===== config.mk =====
export PLATFORM = sky130hd
export DESIGN_NAME = tx_status_ctrl
export DESIGN_NICKNAME = d
export VERILOG_FILES = /design/src/rtl/tx_status_pkg.sv /design/src/rtl/tx_status_ctrl.sv
export VERILOG_INCLUDE_DIRS = /design/src /design/src/rtl
export SDC_FILE = /design/constraint.sdc
export NUM_CORES = 1
export LEC_CHECK = 0
export BUFFER_PORTS_ARGS = -buffer_cell sky130_fd_sc_hd__buf_2
export CAP_MARGIN = 10
export CORE_ASPECT_RATIO = 1.5
export CORE_MARGIN = 8
export CORE_UTILIZATION = 55
export CTS_BUF_LIST = sky130_fd_sc_hd__clkbuf_16
export CTS_CLUSTER_DIAMETER = 150
export DETAILED_ROUTE_END_ITERATION = 12
export GPL_TIMING_DRIVEN = 0
export MAX_ROUTING_LAYER = met4
export PLACE_DENSITY_LB_ADDON = 0.05
export SLEW_MARGIN = 20
export SYNTH_ARGS = -nofsm -noshare
export SYNTH_HDL_FRONTEND = slang
export SYNTH_SLANG_ARGS = --single-unit

===== constraint.sdc =====
create_clock -name core_clk -period 10.1 [get_ports core_clk]
set_clock_uncertainty 0.1 [all_clocks]
set_input_delay 0.505 -clock core_clk [delete_from_list [all_inputs] [get_ports core_clk]]
set_output_delay 0.505 -clock core_clk [all_outputs]
set_load 0.005 [all_outputs]

===== src/rtl/tx_status_defines.svh =====
// Field positions, encodings and timing constants for the transmit
// status and control block. Assumes a 200 MHz core clock.
//
// Contract
// One status word pushed per finished packet
// Without discard mode, full status FIFO stalls transmit
// Discard mode keeps transmitting with full FIFO
// Discard overrun: no error, count zero, writes stop
// Status event keeps pulsing in discard mode
// Status upper half carries the packet tag
// Bit 15 ORs carrier, collision, deferral, bit 1
// Bits 11, 10 report lost and absent carrier
// Bit 9 flags late-collision abort
// Abort after 16 collisions, set bit 8
// Bits 6:3 hold collision count
// Abort excessive deferral when enabled; bit 0 deferred
// First command word always stored
// Second command word stored only on first segment
// Whole offset DWORDs stripped, remainder stored
// Whole padding DWORDs stripped, remainder stored
// Error flag never halts the transmitter
// Error on byte count versus length mismatch
// Both words per buffer; second-word mismatch errors
// Error on data or status FIFO overrun
// Halt request waits for frame in progress
// After status, clear halt and on, pulse interrupt
// Restart sends unpurged pending frames first
// Length field bits 10:0 excludes offset, padding
// Status read returns and removes oldest word
`ifndef TX_STATUS_DEFINES_SVH
`define TX_STATUS_DEFINES_SVH

`define CMDA_SIZE_MSB   10
`define CMDA_SIZE_LSB   0
`define CMDA_LS_BIT     12
`define CMDA_FS_BIT     13
`define CMDA_OFF_MSB    20
`define CMDA_OFF_LSB    16
`define CMDA_ALIGN_MSB  25
`define CMDA_ALIGN_LSB  24
`define CMDB_LEN_MSB    10
`define CMDB_LEN_LSB    0
`define CMDB_TAG_MSB    31
`define CMDB_TAG_LSB    16

`define ALIGN_4         2'h0
`define ALIGN_16        2'h1
`define ALIGN_32        2'h2
`define MASK_4          13'h0003
`define MASK_16         13'h000f
`define MASK_32         13'h001f

`define MAX_COLLISIONS  5'h10
`define EXC_DEFER_BITS  24288
`define BIT_TIME_NS     10
`define CLK_PERIOD_NS   5
`define DEFER_CYCLES    (`EXC_DEFER_BITS * `BIT_TIME_NS / `CLK_PERIOD_NS)

`endif


===== src/rtl/tx_status_pkg.sv =====
// Types shared by the transmit status and control block.
// Assumes tx_status_defines.svh supplies the field constants.
package tx_status_pkg;

	typedef struct packed {
		logic [15:0] tag;
		logic        error_summary;
		logic [2:0]  rsvd_14_12;
		logic        lost_carrier;
		logic        no_carrier;
		logic        late_collision;
		logic        excess_collision;
		logic        rsvd_7;
		logic [3:0]  collision_count;
		logic        excess_deferral;
		logic        rsvd_1;
		logic        deferred;
	} tx_status_t;

	typedef struct packed {
		logic collision;
		logic late_collision;
		logic carrier_lost;
		logic no_carrier;
		logic deferring;
		logic frame_end;
	} mac_event_t;

	typedef enum logic [1:0] {
		PARSE_A = 2'b00,
		PARSE_B = 2'b01,
		PARSE_D = 2'b10
	} parse_state_t;

	typedef enum logic [1:0] {
		TX_IDLE = 2'b00,
		TX_SEND = 2'b01,
		TX_STAT = 2'b10
	} tx_state_t;

endpackage


===== src/rtl/tx_status_ctrl.sv =====
// Transmit command parsing, status FIFO, error flag and halt control.
// Assumes the data FIFO and MAC framing sit outside; inputs synchronous.
`timescale 1ns/1ps
`include "tx_status_defines.svh"

module tx_status_ctrl
#(
	parameter int STAT_DEPTH  = 16,
	parameter int DEFER_LIMIT = `DEFER_CYCLES
)
(
	input  wire logic                   core_clk,
	input  wire logic                   rst_n,
	input  wire logic                   host_wr_valid,
	input  wire logic [31:0]            host_wr_data,
	input  wire logic                   data_fifo_full,
	output logic                        fifo_wr_valid,
	output logic [31:0]                 fifo_wr_data,
	input  wire logic                   frame_pending,
	input  wire logic [15:0]            frame_tag,
	input  wire tx_status_pkg::mac_event_t mac_event,
	output logic                        tx_go,
	output logic                        mac_abort,
	input  wire logic                   defer_check_enable,
	input  wire logic                   status_discard_overrun_enable,
	input  wire logic                   host_stat_rd,
	output logic [31:0]                 stat_rd_data,
	output logic                        stat_rd_valid,
	output logic [$clog2(STAT_DEPTH):0] status_used_count,
	input  wire logic                   status_purge,
	output logic                        tx_status_event,
	output logic                        transmitter_error_flag,
	input  wire logic                   error_clear,
	input  wire logic                   halt_set,
	input  wire logic                   tx_on_set,
	output logic                        tx_on,
	output logic                        halt_req,
	output logic                        transmit_halted_interrupt
);
	localparam int AW = $clog2(STAT_DEPTH);
	localparam int DW = $clog2(DEFER_LIMIT + 1);
	localparam logic [AW:0] FULL_CNT = (AW + 1)'(STAT_DEPTH);

	// Command parsing toward the data FIFO
	tx_status_pkg::parse_state_t parse_reg;
	logic [10:0] size_reg;
	logic [2:0]  skip_reg;
	logic [10:0] keep_reg;
	logic [10:0] total_reg;
	logic [10:0] idx_reg;
	logic        ls_reg;
	logic        fs_reg;
	logic [31:0] pkt_b_reg;
	logic [11:0] byte_acc_reg;

	wire         wr_ok = host_wr_valid && !data_fifo_full;
	wire [10:0]  a_size = host_wr_data[`CMDA_SIZE_MSB:`CMDA_SIZE_LSB];
	wire [4:0]   a_off = host_wr_data[`CMDA_OFF_MSB:`CMDA_OFF_LSB];
	wire [1:0]   a_align = host_wr_data[`CMDA_ALIGN_MSB:`CMDA_ALIGN_LSB];
	wire [12:0]  a_mask = (a_align == `ALIGN_32) ? `MASK_32 :
		(a_align == `ALIGN_16) ? `MASK_16 : `MASK_4;
	wire [12:0]  a_span = {8'h00, a_off} + {2'h0, a_size};
	wire [12:0]  a_round = (a_span + a_mask) & ~a_mask;
	wire [12:0]  a_keep = {11'h000, a_off[1:0]} + {2'h0, a_size} + 13'h0003;
	wire [10:0]  d_keep_end = {8'h00, skip_reg} + keep_reg;
	// Only offset-remainder, payload and padding-remainder DWORDs pass
	wire         d_pass = (idx_reg >= {8'h00, skip_reg})
		&& (idx_reg < d_keep_end);
	wire         d_last = (idx_reg + 11'h001) == total_reg;
	wire [11:0]  pkt_bytes = byte_acc_reg + {1'b0, size_reg};
	wire         len_bad = pkt_bytes !=
		{1'b0, pkt_b_reg[`CMDB_LEN_MSB:`CMDB_LEN_LSB]};
	wire         b_bad = wr_ok && parse_reg == tx_status_pkg::PARSE_B
		&& !fs_reg && host_wr_data != pkt_b_reg;
	wire         end_buf = wr_ok && ((parse_reg == tx_status_pkg::PARSE_D
		&& d_last) || (parse_reg == tx_status_pkg::PARSE_B
		&& total_reg == 11'h000));
	wire         len_err = end_buf && ls_reg && len_bad;

	always_ff @(posedge core_clk)
	begin
		if (!rst_n)
		begin
			parse_reg <= tx_status_pkg::PARSE_A;
			size_reg <= 11'h000;
			skip_reg <= 3'h0;
			keep_reg <= 11'h000;
			total_reg <= 11'h000;
			idx_reg <= 11'h000;
			ls_reg <= 1'b0;
			fs_reg <= 1'b0;
			pkt_b_reg <= 32'h00000000;
			byte_acc_reg <= 12'h000;
			fifo_wr_valid <= 1'b0;
			fifo_wr_data <= 32'h00000000;
		end
		else
		begin
			fifo_wr_valid <= 1'b0;
			fifo_wr_data <= host_wr_data;
			if (wr_ok)
			begin
				case (parse_reg)
				tx_status_pkg::PARSE_A:
				begin
					size_reg <= a_size;
					skip_reg <= a_off[4:2];
					keep_reg <= a_keep[12:2];
					total_reg <= a_round[12:2];
					fs_reg <= host_wr_data[`CMDA_FS_BIT];
					ls_reg <= host_wr_data[`CMDA_LS_BIT];
					fifo_wr_valid <= 1'b1;
					parse_reg <= tx_status_pkg::PARSE_B;
				end
				tx_status_pkg::PARSE_B:
				begin
					fifo_wr_valid <= fs_reg;
					if (fs_reg)
					begin
						pkt_b_reg <= host_wr_data;
						byte_acc_reg <= 12'h000;
					end
					idx_reg <= 11'h000;
					parse_reg <= (total_reg == 11'h000) ?
						tx_status_pkg::PARSE_A : tx_status_pkg::PARSE_D;
				end
				default:
				begin
					fifo_wr_valid <= d_pass;
					idx_reg <= idx_reg + 11'h001;
					if (d_last)
						parse_reg <= tx_status_pkg::PARSE_A;
				end
				endcase
				if (end_buf)
					byte_acc_reg <= pkt_bytes;
			end
		end
	end

	// Status FIFO, oldest word at rd_ptr
	logic [31:0] stat_mem [STAT_DEPTH];
	logic [AW-1:0] wr_ptr_reg;
	logic [AW-1:0] rd_ptr_reg;
	logic [AW:0]   count_reg;
	logic          overrun_reg;

	tx_status_pkg::tx_state_t tx_reg;
	logic [4:0]    coll_reg;
	logic [DW-1:0] defer_reg;
	logic          defer_seen_reg;
	logic          lost_reg;
	logic          nocar_reg;
	logic          late_reg;
	logic          excoll_reg;
	logic          excdef_reg;
	logic [15:0]   tag_reg;

	wire fifo_full = count_reg == FULL_CNT;
	wire rd_ok = host_stat_rd && count_reg != '0;
	wire stat_push = tx_reg == tx_status_pkg::TX_STAT;
	// A full FIFO in discard mode swallows the word instead of erroring
	wire stat_drop = stat_push && (overrun_reg || fifo_full);
	wire stat_wr = stat_push && !stat_drop;
	wire stat_ovf = stat_push && fifo_full
		&& !status_discard_overrun_enable;
	wire can_start = !fifo_full || status_discard_overrun_enable;
	wire launch = tx_reg == tx_status_pkg::TX_IDLE && tx_on && !halt_req
		&& frame_pending && can_start;
	wire halting = halt_req && tx_reg == tx_status_pkg::TX_IDLE;
	wire coll_limit = mac_event.collision
		&& (coll_reg + 5'h01) == `MAX_COLLISIONS;
	wire defer_limit = defer_check_enable && mac_event.deferring
		&& defer_reg == DW'(DEFER_LIMIT);
	wire abort_now = tx_reg == tx_status_pkg::TX_SEND && (coll_limit
		|| mac_event.late_collision || defer_limit);

	tx_status_pkg::tx_status_t stat_word;
	assign stat_word.tag = tag_reg;
	assign stat_word.error_summary = lost_reg | nocar_reg | late_reg
		| excoll_reg | excdef_reg | stat_word.rsvd_1;
	assign stat_word.rsvd_14_12 = 3'h0;
	assign stat_word.lost_carrier = lost_reg;
	assign stat_word.no_carrier = nocar_reg;
	assign stat_word.late_collision = late_reg;
	assign stat_word.excess_collision = excoll_reg;
	assign stat_word.rsvd_7 = 1'b0;
	assign stat_word.collision_count = coll_reg[3:0];
	assign stat_word.excess_deferral = excdef_reg;
	assign stat_word.rsvd_1 = 1'b0;
	assign stat_word.deferred = defer_seen_reg;

	always_ff @(posedge core_clk)
	begin
		if (stat_wr)
			stat_mem[wr_ptr_reg] <= stat_word;
	end

	always_ff @(posedge core_clk)
	begin
		if (!rst_n || status_purge)
		begin
			wr_ptr_reg <= '0;
			rd_ptr_reg <= '0;
			count_reg <= '0;
			overrun_reg <= 1'b0;
		end
		else
		begin
			wr_ptr_reg <= wr_ptr_reg + AW'(stat_wr);
			rd_ptr_reg <= rd_ptr_reg + AW'(rd_ok);
			count_reg <= count_reg + (AW + 1)'(stat_wr)
				- (AW + 1)'(rd_ok);
			// A host read reopens the FIFO; an overrun in that same cycle wins
			overrun_reg <= (stat_drop && status_discard_overrun_enable)
				|| (overrun_reg && !rd_ok);
		end
	end

	always_ff @(posedge core_clk)
	begin
		if (!rst_n)
		begin
			stat_rd_data <= 32'h00000000;
			stat_rd_valid <= 1'b0;
			status_used_count <= '0;
		end
		else
		begin
			stat_rd_valid <= rd_ok;
			if (rd_ok)
				stat_rd_data <= stat_mem[rd_ptr_reg];
			status_used_count <= overrun_reg ? '0 : count_reg;
		end
	end

	// Frame sequencing and per-frame status capture
	always_ff @(posedge core_clk)
	begin
		if (!rst_n)
		begin
			tx_reg <= tx_status_pkg::TX_IDLE;
			coll_reg <= 5'h00;
			defer_reg <= '0;
			defer_seen_reg <= 1'b0;
			lost_reg <= 1'b0;
			nocar_reg <= 1'b0;
			late_reg <= 1'b0;
			excoll_reg <= 1'b0;
			excdef_reg <= 1'b0;
			tag_reg <= 16'h0000;
			tx_go <= 1'b0;
			mac_abort <= 1'b0;
			tx_status_event <= 1'b0;
		end
		else
		begin
			tx_go <= launch;
			mac_abort <= abort_now;
			tx_status_event <= stat_push;
			case (tx_reg)
			tx_status_pkg::TX_IDLE:
			begin
				if (launch)
				begin
					tx_reg <= tx_status_pkg::TX_SEND;
					tag_reg <= frame_tag;
					coll_reg <= 5'h00;
					defer_reg <= '0;
					defer_seen_reg <= 1'b0;
					lost_reg <= 1'b0;
					nocar_reg <= 1'b0;
					late_reg <= 1'b0;
					excoll_reg <= 1'b0;
					excdef_reg <= 1'b0;
				end
			end
			tx_status_pkg::TX_SEND:
			begin
				if (mac_event.collision)
					coll_reg <= coll_reg + 5'h01;
				if (mac_event.deferring)
				begin
					defer_seen_reg <= 1'b1;
					defer_reg <= defer_reg + DW'(1);
				end
				lost_reg <= lost_reg | mac_event.carrier_lost;
				nocar_reg <= nocar_reg | mac_event.no_carrier;
				late_reg <= late_reg | mac_event.late_collision;
				excoll_reg <= excoll_reg | coll_limit;
				excdef_reg <= excdef_reg | defer_limit;
				if (mac_event.frame_end || abort_now)
					tx_reg <= tx_status_pkg::TX_STAT;
			end
			default:
				tx_reg <= tx_status_pkg::TX_IDLE;
			endcase
		end
	end

	// Error flag is status only; nothing here stops on it
	wire err_event = (host_wr_valid && data_fifo_full) || stat_ovf
		|| b_bad || len_err;

	always_ff @(posedge core_clk)
	begin
		if (!rst_n)
		begin
			transmitter_error_flag <= 1'b0;
			tx_on <= 1'b0;
			halt_req <= 1'b0;
			transmit_halted_interrupt <= 1'b0;
		end
		else
		begin
			transmitter_error_flag <= err_event
				|| (transmitter_error_flag && !error_clear);
			// Sets win over the halt-time clear so no request is lost
			tx_on <= tx_on_set || (tx_on && !halting);
			halt_req <= halt_set || (halt_req && !halting);
			transmit_halted_interrupt <= halting;
		end
	end

endmodule


Word-level counts from Yosys, hierarchy flattened:

Memory sizes are Yosys's and may differ from the RTL's. A register that Yosys moved wholly into a read port is not among the register bits.
Cells that the tools add are included.

* memories: 1
* bits in registers: 232
* RAM bits: 432
* output and inout bits: 78
* input bits: 66
* word-level logic and storage cells: 185

Memories
* stat_mem: words 16, width 27, read ports 1, clocked after Yosys merged registers in 1, wr ports 1, line tx_status_ctrl.sv:142 `logic [31:0] stat_mem [STAT_DEPTH];`

* add/subtract/negate cells: 13
* bitwise gates (word level): 13
* order comparisons: 2
* reductions and logical operators: 75
* eq/ne operators: 16
* mux-type cells: 29

Operators with widths (count)
* $mux 12: 3
* $mux 16: 2
* $ne 32x32->1: 1
* $pmux 16 s2: 1
* $logic_and 1x1->1: 30
* $pmux 11 s2: 1
* $add 16x1->16 const B: 1
* $eq 16x16->1 const B: 1
* $mux 5: 3
* $logic_or 1x1->1: 14
* $pmux 1 s2: 7
* $reduce_and 2->1: 7
* $add 12x2->13 const B: 1
* $add 12x5->13: 1
* $and 13x13->13: 1
* $not 5->13: 1
* $add 12x11->12: 1
* $add 2x11->12: 1
* $add 5x11->12: 1
* $ne 12x11->1: 1
* $reduce_and 3->1: 4
* $add 11x1->11 const B: 1
* $add 3x11->11: 1
* $eq 11x11->1: 1
* other kinds (25): 62

Logic depth before layout (Yosys ltp):

* depth after elaboration: 9
* gate-level depth with buffers: 16
* mapped depth without buffers: 15

Worst setup path after synthesis:

OpenSTA, ideal clock, no wires.

* path type: register to register
* start: register count_reg[2]
* end: memory stat_mem[0][0] in the netlist's numbering (enable)
* stages on the path, launching flop included: 8
* required time: 9.555 ns
* library setup time: 0.445 ns
* period minus slack after synthesis: 3.979 ns
* arrival time: 3.434 ns
* path buffers: 1
* setup slack: 6.121 ns
* path through: dfxtp_1 -> inv_1 -> ha_1 -> and3_1 -> or3_1 -> clkbuf_1 -> or3_1 -> nor3_1

* longest elaborated chain between the ends: 7

RTL lines
* start, declared: line tx_status_ctrl.sv:145 `logic [AW:0] count_reg;`
* start signal, assigned: line tx_status_ctrl.sv:212 `count_reg <= count_reg + (AW + 1)'(stat_wr)`
* $eq 5x5->1: line tx_status_ctrl.sv:159 `wire fifo_full = count_reg == FULL_CNT;`
* $logic_or 1x1->1: line tx_status_ctrl.sv:163 `wire stat_drop = stat_push && (overrun_reg || fifo_full);`
* $logic_and 1x1->1: line tx_status_ctrl.sv:163
* $logic_not 1->1: line tx_status_ctrl.sv:164 `wire stat_wr = stat_push && !stat_drop;`
* $logic_and 1x1->1: line tx_status_ctrl.sv:164
* $mux 1: line tx_status_ctrl.sv:195 `if (stat_wr)`
* $mux 1 (not written as such): line tx_status_ctrl.sv:196 `stat_mem[wr_ptr_reg] <= stat_word;`
* end, declared: line tx_status_ctrl.sv:142

Every way passes these cells.

Worst setup path after layout:

* start: register count_reg[3]
* end: register count_reg[4]

* elaborated cells on any way between the ends: 9
* those cells by class: 2 x add/sub; 1 x eq/ne; 6 x reduce/logical

RTL lines
* $reduce_bool 5->1: line tx_status_ctrl.sv:160 `wire rd_ok = host_stat_rd && count_reg != '0;`
* $logic_and 1x1->1: line tx_status_ctrl.sv:160
* net rd_ok: line tx_status_ctrl.sv:160
* $sub 5x1->5: line tx_status_ctrl.sv:213 `- (AW + 1)'(rd_ok);`

The timed path passes the listed nets, and every way through them passes these cells.
A chain may end at the register's enable or synchronous reset.

==> key figures <==
Status
  – Status: completed

Worst setup path
  – CP max FO: 11
  – Critical Path RT: 10.54 ns
  – Slowest CP cell: o21ai_2
  – CP startpoint kind: register
  – R2r setup slk: 6.30 ns
  – Setup crit end kind: register
  – Crit path kind: register to register
  – Crit path from: count_reg[3]
  – Cell mode on critical path: inv_1
  – Worst-path cell chain: inv_1 -> ha_1 -> nand2_1 -> o21ai_2 -> inv_1 -> clkbuf_1 -> ha_1 -> inv_1 -> ha_1 -> inv_1 -> fa_1 -> inv_1 -> a21oi_1 -> nor2_1 -> or3_1 -> a21oi_1
  – Worst stage delay on the critical path: 0.70 ns
  – CP arrival: 4.24 ns
  – Crit path buf inv count: 6
  – Top delay family on crit path: adder cells
  – Worst r2r src: count_reg[3]

Timing
  – Slew HR: 31.6%
  – Final hold slack: 0.0243 ns
  – Final Max Tran Viols: 0
  – Unrepaired setup endpoints after global routing: no
  – Highest clock rate: 263 MHz
  – Worst slew pin tran: 1.03 ns
  – Post-route minimum period: 3.80 ns
  – Final hold viol count: 0
  – Setup violations, final: 0
  – Setup TNS: 0 ns
  – Share of the cycle needed by the critical path after routing: 37.6%

Clock network
  – Total CTS buffers: 59
  – Clock Tree Buf Depth: 3
  – CTS H-Tree Depth: 2
  – Root Buffer: clkbuf_16
  – Register clock-pin slew on the reported worst setup and hold paths: 0.07 ns
  – Insertion delay to the later sink of the worst-skew pair: 0.64 ns
  – CTS sink cnt: 657
  – Postcts setup bufs: 0
  – CTS tree: done

Logic synthesis
  – Cell taking the most area after synthesis: edfxtp_1
  – Syn Inst Count: 1957
  – Count leader, synth: edfxtp_1
  – Mean Syn Cell Area: 14.0 sq um
  – Ys flop type: edfxtp_1
  – Post-synth EDFFs: 432
  – Top post-synthesis cells by area: edfxtp_1, dfxtp_1, mux4_2, nand2_1, a21boi_0
  – Synth unique cells: 64
  – Mapped cell area: 27500 sq um
  – Most instantiated cells after synthesis: edfxtp_1, nand2_1, dfxtp_1
  – Yosys reg bits: 657
  – Sequential fraction of the synthesis area: 63.6%
  – Synth warn: 0
  – Async S/R FF share, synth: 0%
  – Yosys top cell area share: 47.2%

Floorplan
  – Die ar.: 57500 sq um
  – Die Y: 290 um
  – Initial Util: 55.5%
  – Number of core rows: 100
  – DIE WIDTH: 199 um
  – I/O pin count: 144
  – Placeable Area: 49500 sq um

Hold path
  – Min-delay src: tx_on_set
  – HP Class: input port to register

Placement
  – Placer Congestion: 0.910
  – # port buffers: 134
  – Hpwl dp: 51100 um
  – Post-place instance area: 29700 sq um

Drt
  – Wirelength, routed: 70800 um
  – Iter 0 DRT Violations: 1028
  – DR vias: 16.8k
  – Routed vias/inst: 5.78
  – DR WL/cell: 24.4 um
  – DRT Pass-1 Iters: 5
  – # DRC: 0
  – Routed Antenna Nets: 0

GRT
  – GRT overflow: 0
  – Initial antenna violation count: 0
  – Vias in the first global route: 17.5k
  – Global-route wire length before repair: 105000 um
  – Largest net degree at the start of global routing: 22
  – GRT Resource Usage Total: 25.6%

Power and ir drop
  – Peak VDD IR: 166 uV
  – Power Density: 187 nW/um^2
  – LEAKAGE: 11.1 nW
  – Power Total: 5.94 mW

Final layout
  – Antenna diodes: 0
  – Layout area overhead: 15.3%
  – Share of cells above drive strength 1: 20.0%
  – Design Area, Final: 31700 sq um
  – Max FFs per register: 432
  – Layout net count: 2316

Run
  – Max-Cap Viols: 0
-- through the flow --
stage | utilization [%] | cells | setup slack [ns]
after floorplan | - | 1961 | 6.12
after global placement | 58.5 | 2758 | 3.49
after detailed placement | 59.9 | 2791 | 6.36
after CTS | 63.9 | 2904 | 6.33
after global routing | 64.0 | 2905 | 6.11
final | 64.0 | 2905 | 6.30
-- metal layers --
metal  GRT usage [%]  up-vias  wire, um
met1            27.6     8381     25600
met2            45.9      519     37700
met5               -        -         0
met4            12.5        0      3860
li1                -     7714         -
met3            3.34      179      3690
-- worst paths after layout --
path	end	cells after the start
setup / recovery	count_reg[4]	16
hold / removal	tx_on	3
setup reg to reg	count_reg[4]	16
hold reg to reg	stat_rd_data[11]	2
-- worst min-delay path: stages --
cell	delay, ns
buf_2	0.07
a21oi_1	0.03
nor2b_1	0.11
-- layout make-up --
class	count	area [sq um]
Multi-Input combinational cell	1158	9530
Timing Repair Buffer	171	1260
Buffer	116	499
Fill cell	3776	17800
Sequential cell	657	17500
Clock buffer	59	1480
Tap cell	663	830
Clock inverter	51	510
Inverter	30	113
-- logic make-up after synthesis --
group	after synthesis	share of synthesized area (%)
and+or+nand+nor	596	10.3
AOI/OAI and AO/OA	265	6.76
adders and majority gates	57	2.81
buffers and inverters	146	2.22
muxes	138	11.2
other	1	0.0136
DFF	657	63.6
xor gates and xnor gates	97	3.14
-- where the power goes --
| group | internal, mW | switching (mW) |
|---|---|---|
| Combinational | 0.288 | 0.389 |
| Clock | 1.30 | 1.00 |
| Sequential | 2.91 | 0.0545 |
-- layout by cell type, fill, tap and decap left out, drive strengths merged, types with 13 or more instances in the layout --
cell type / count
xor2: 26
nor2b: 34
clkinv: 20
nand4: 28
nand3: 47
o21ai: 50
and3: 13
edfxtp: 432
clkbuf: 143
xnor2: 70
a21oi: 33
nand2: 264
buf: 200
dfxtp: 225
ha: 49
nor2: 77
and2: 60
a21boi: 104
inv: 48
mux4: 135
or3: 16
nor3: 24
-- timing repair --
action	in CTS	in global routing
hold buffers	3	0
hold endpoints to repair	3	0
resized for setup	0	0
Note: power is estimated with default switching activity, not from simulation.
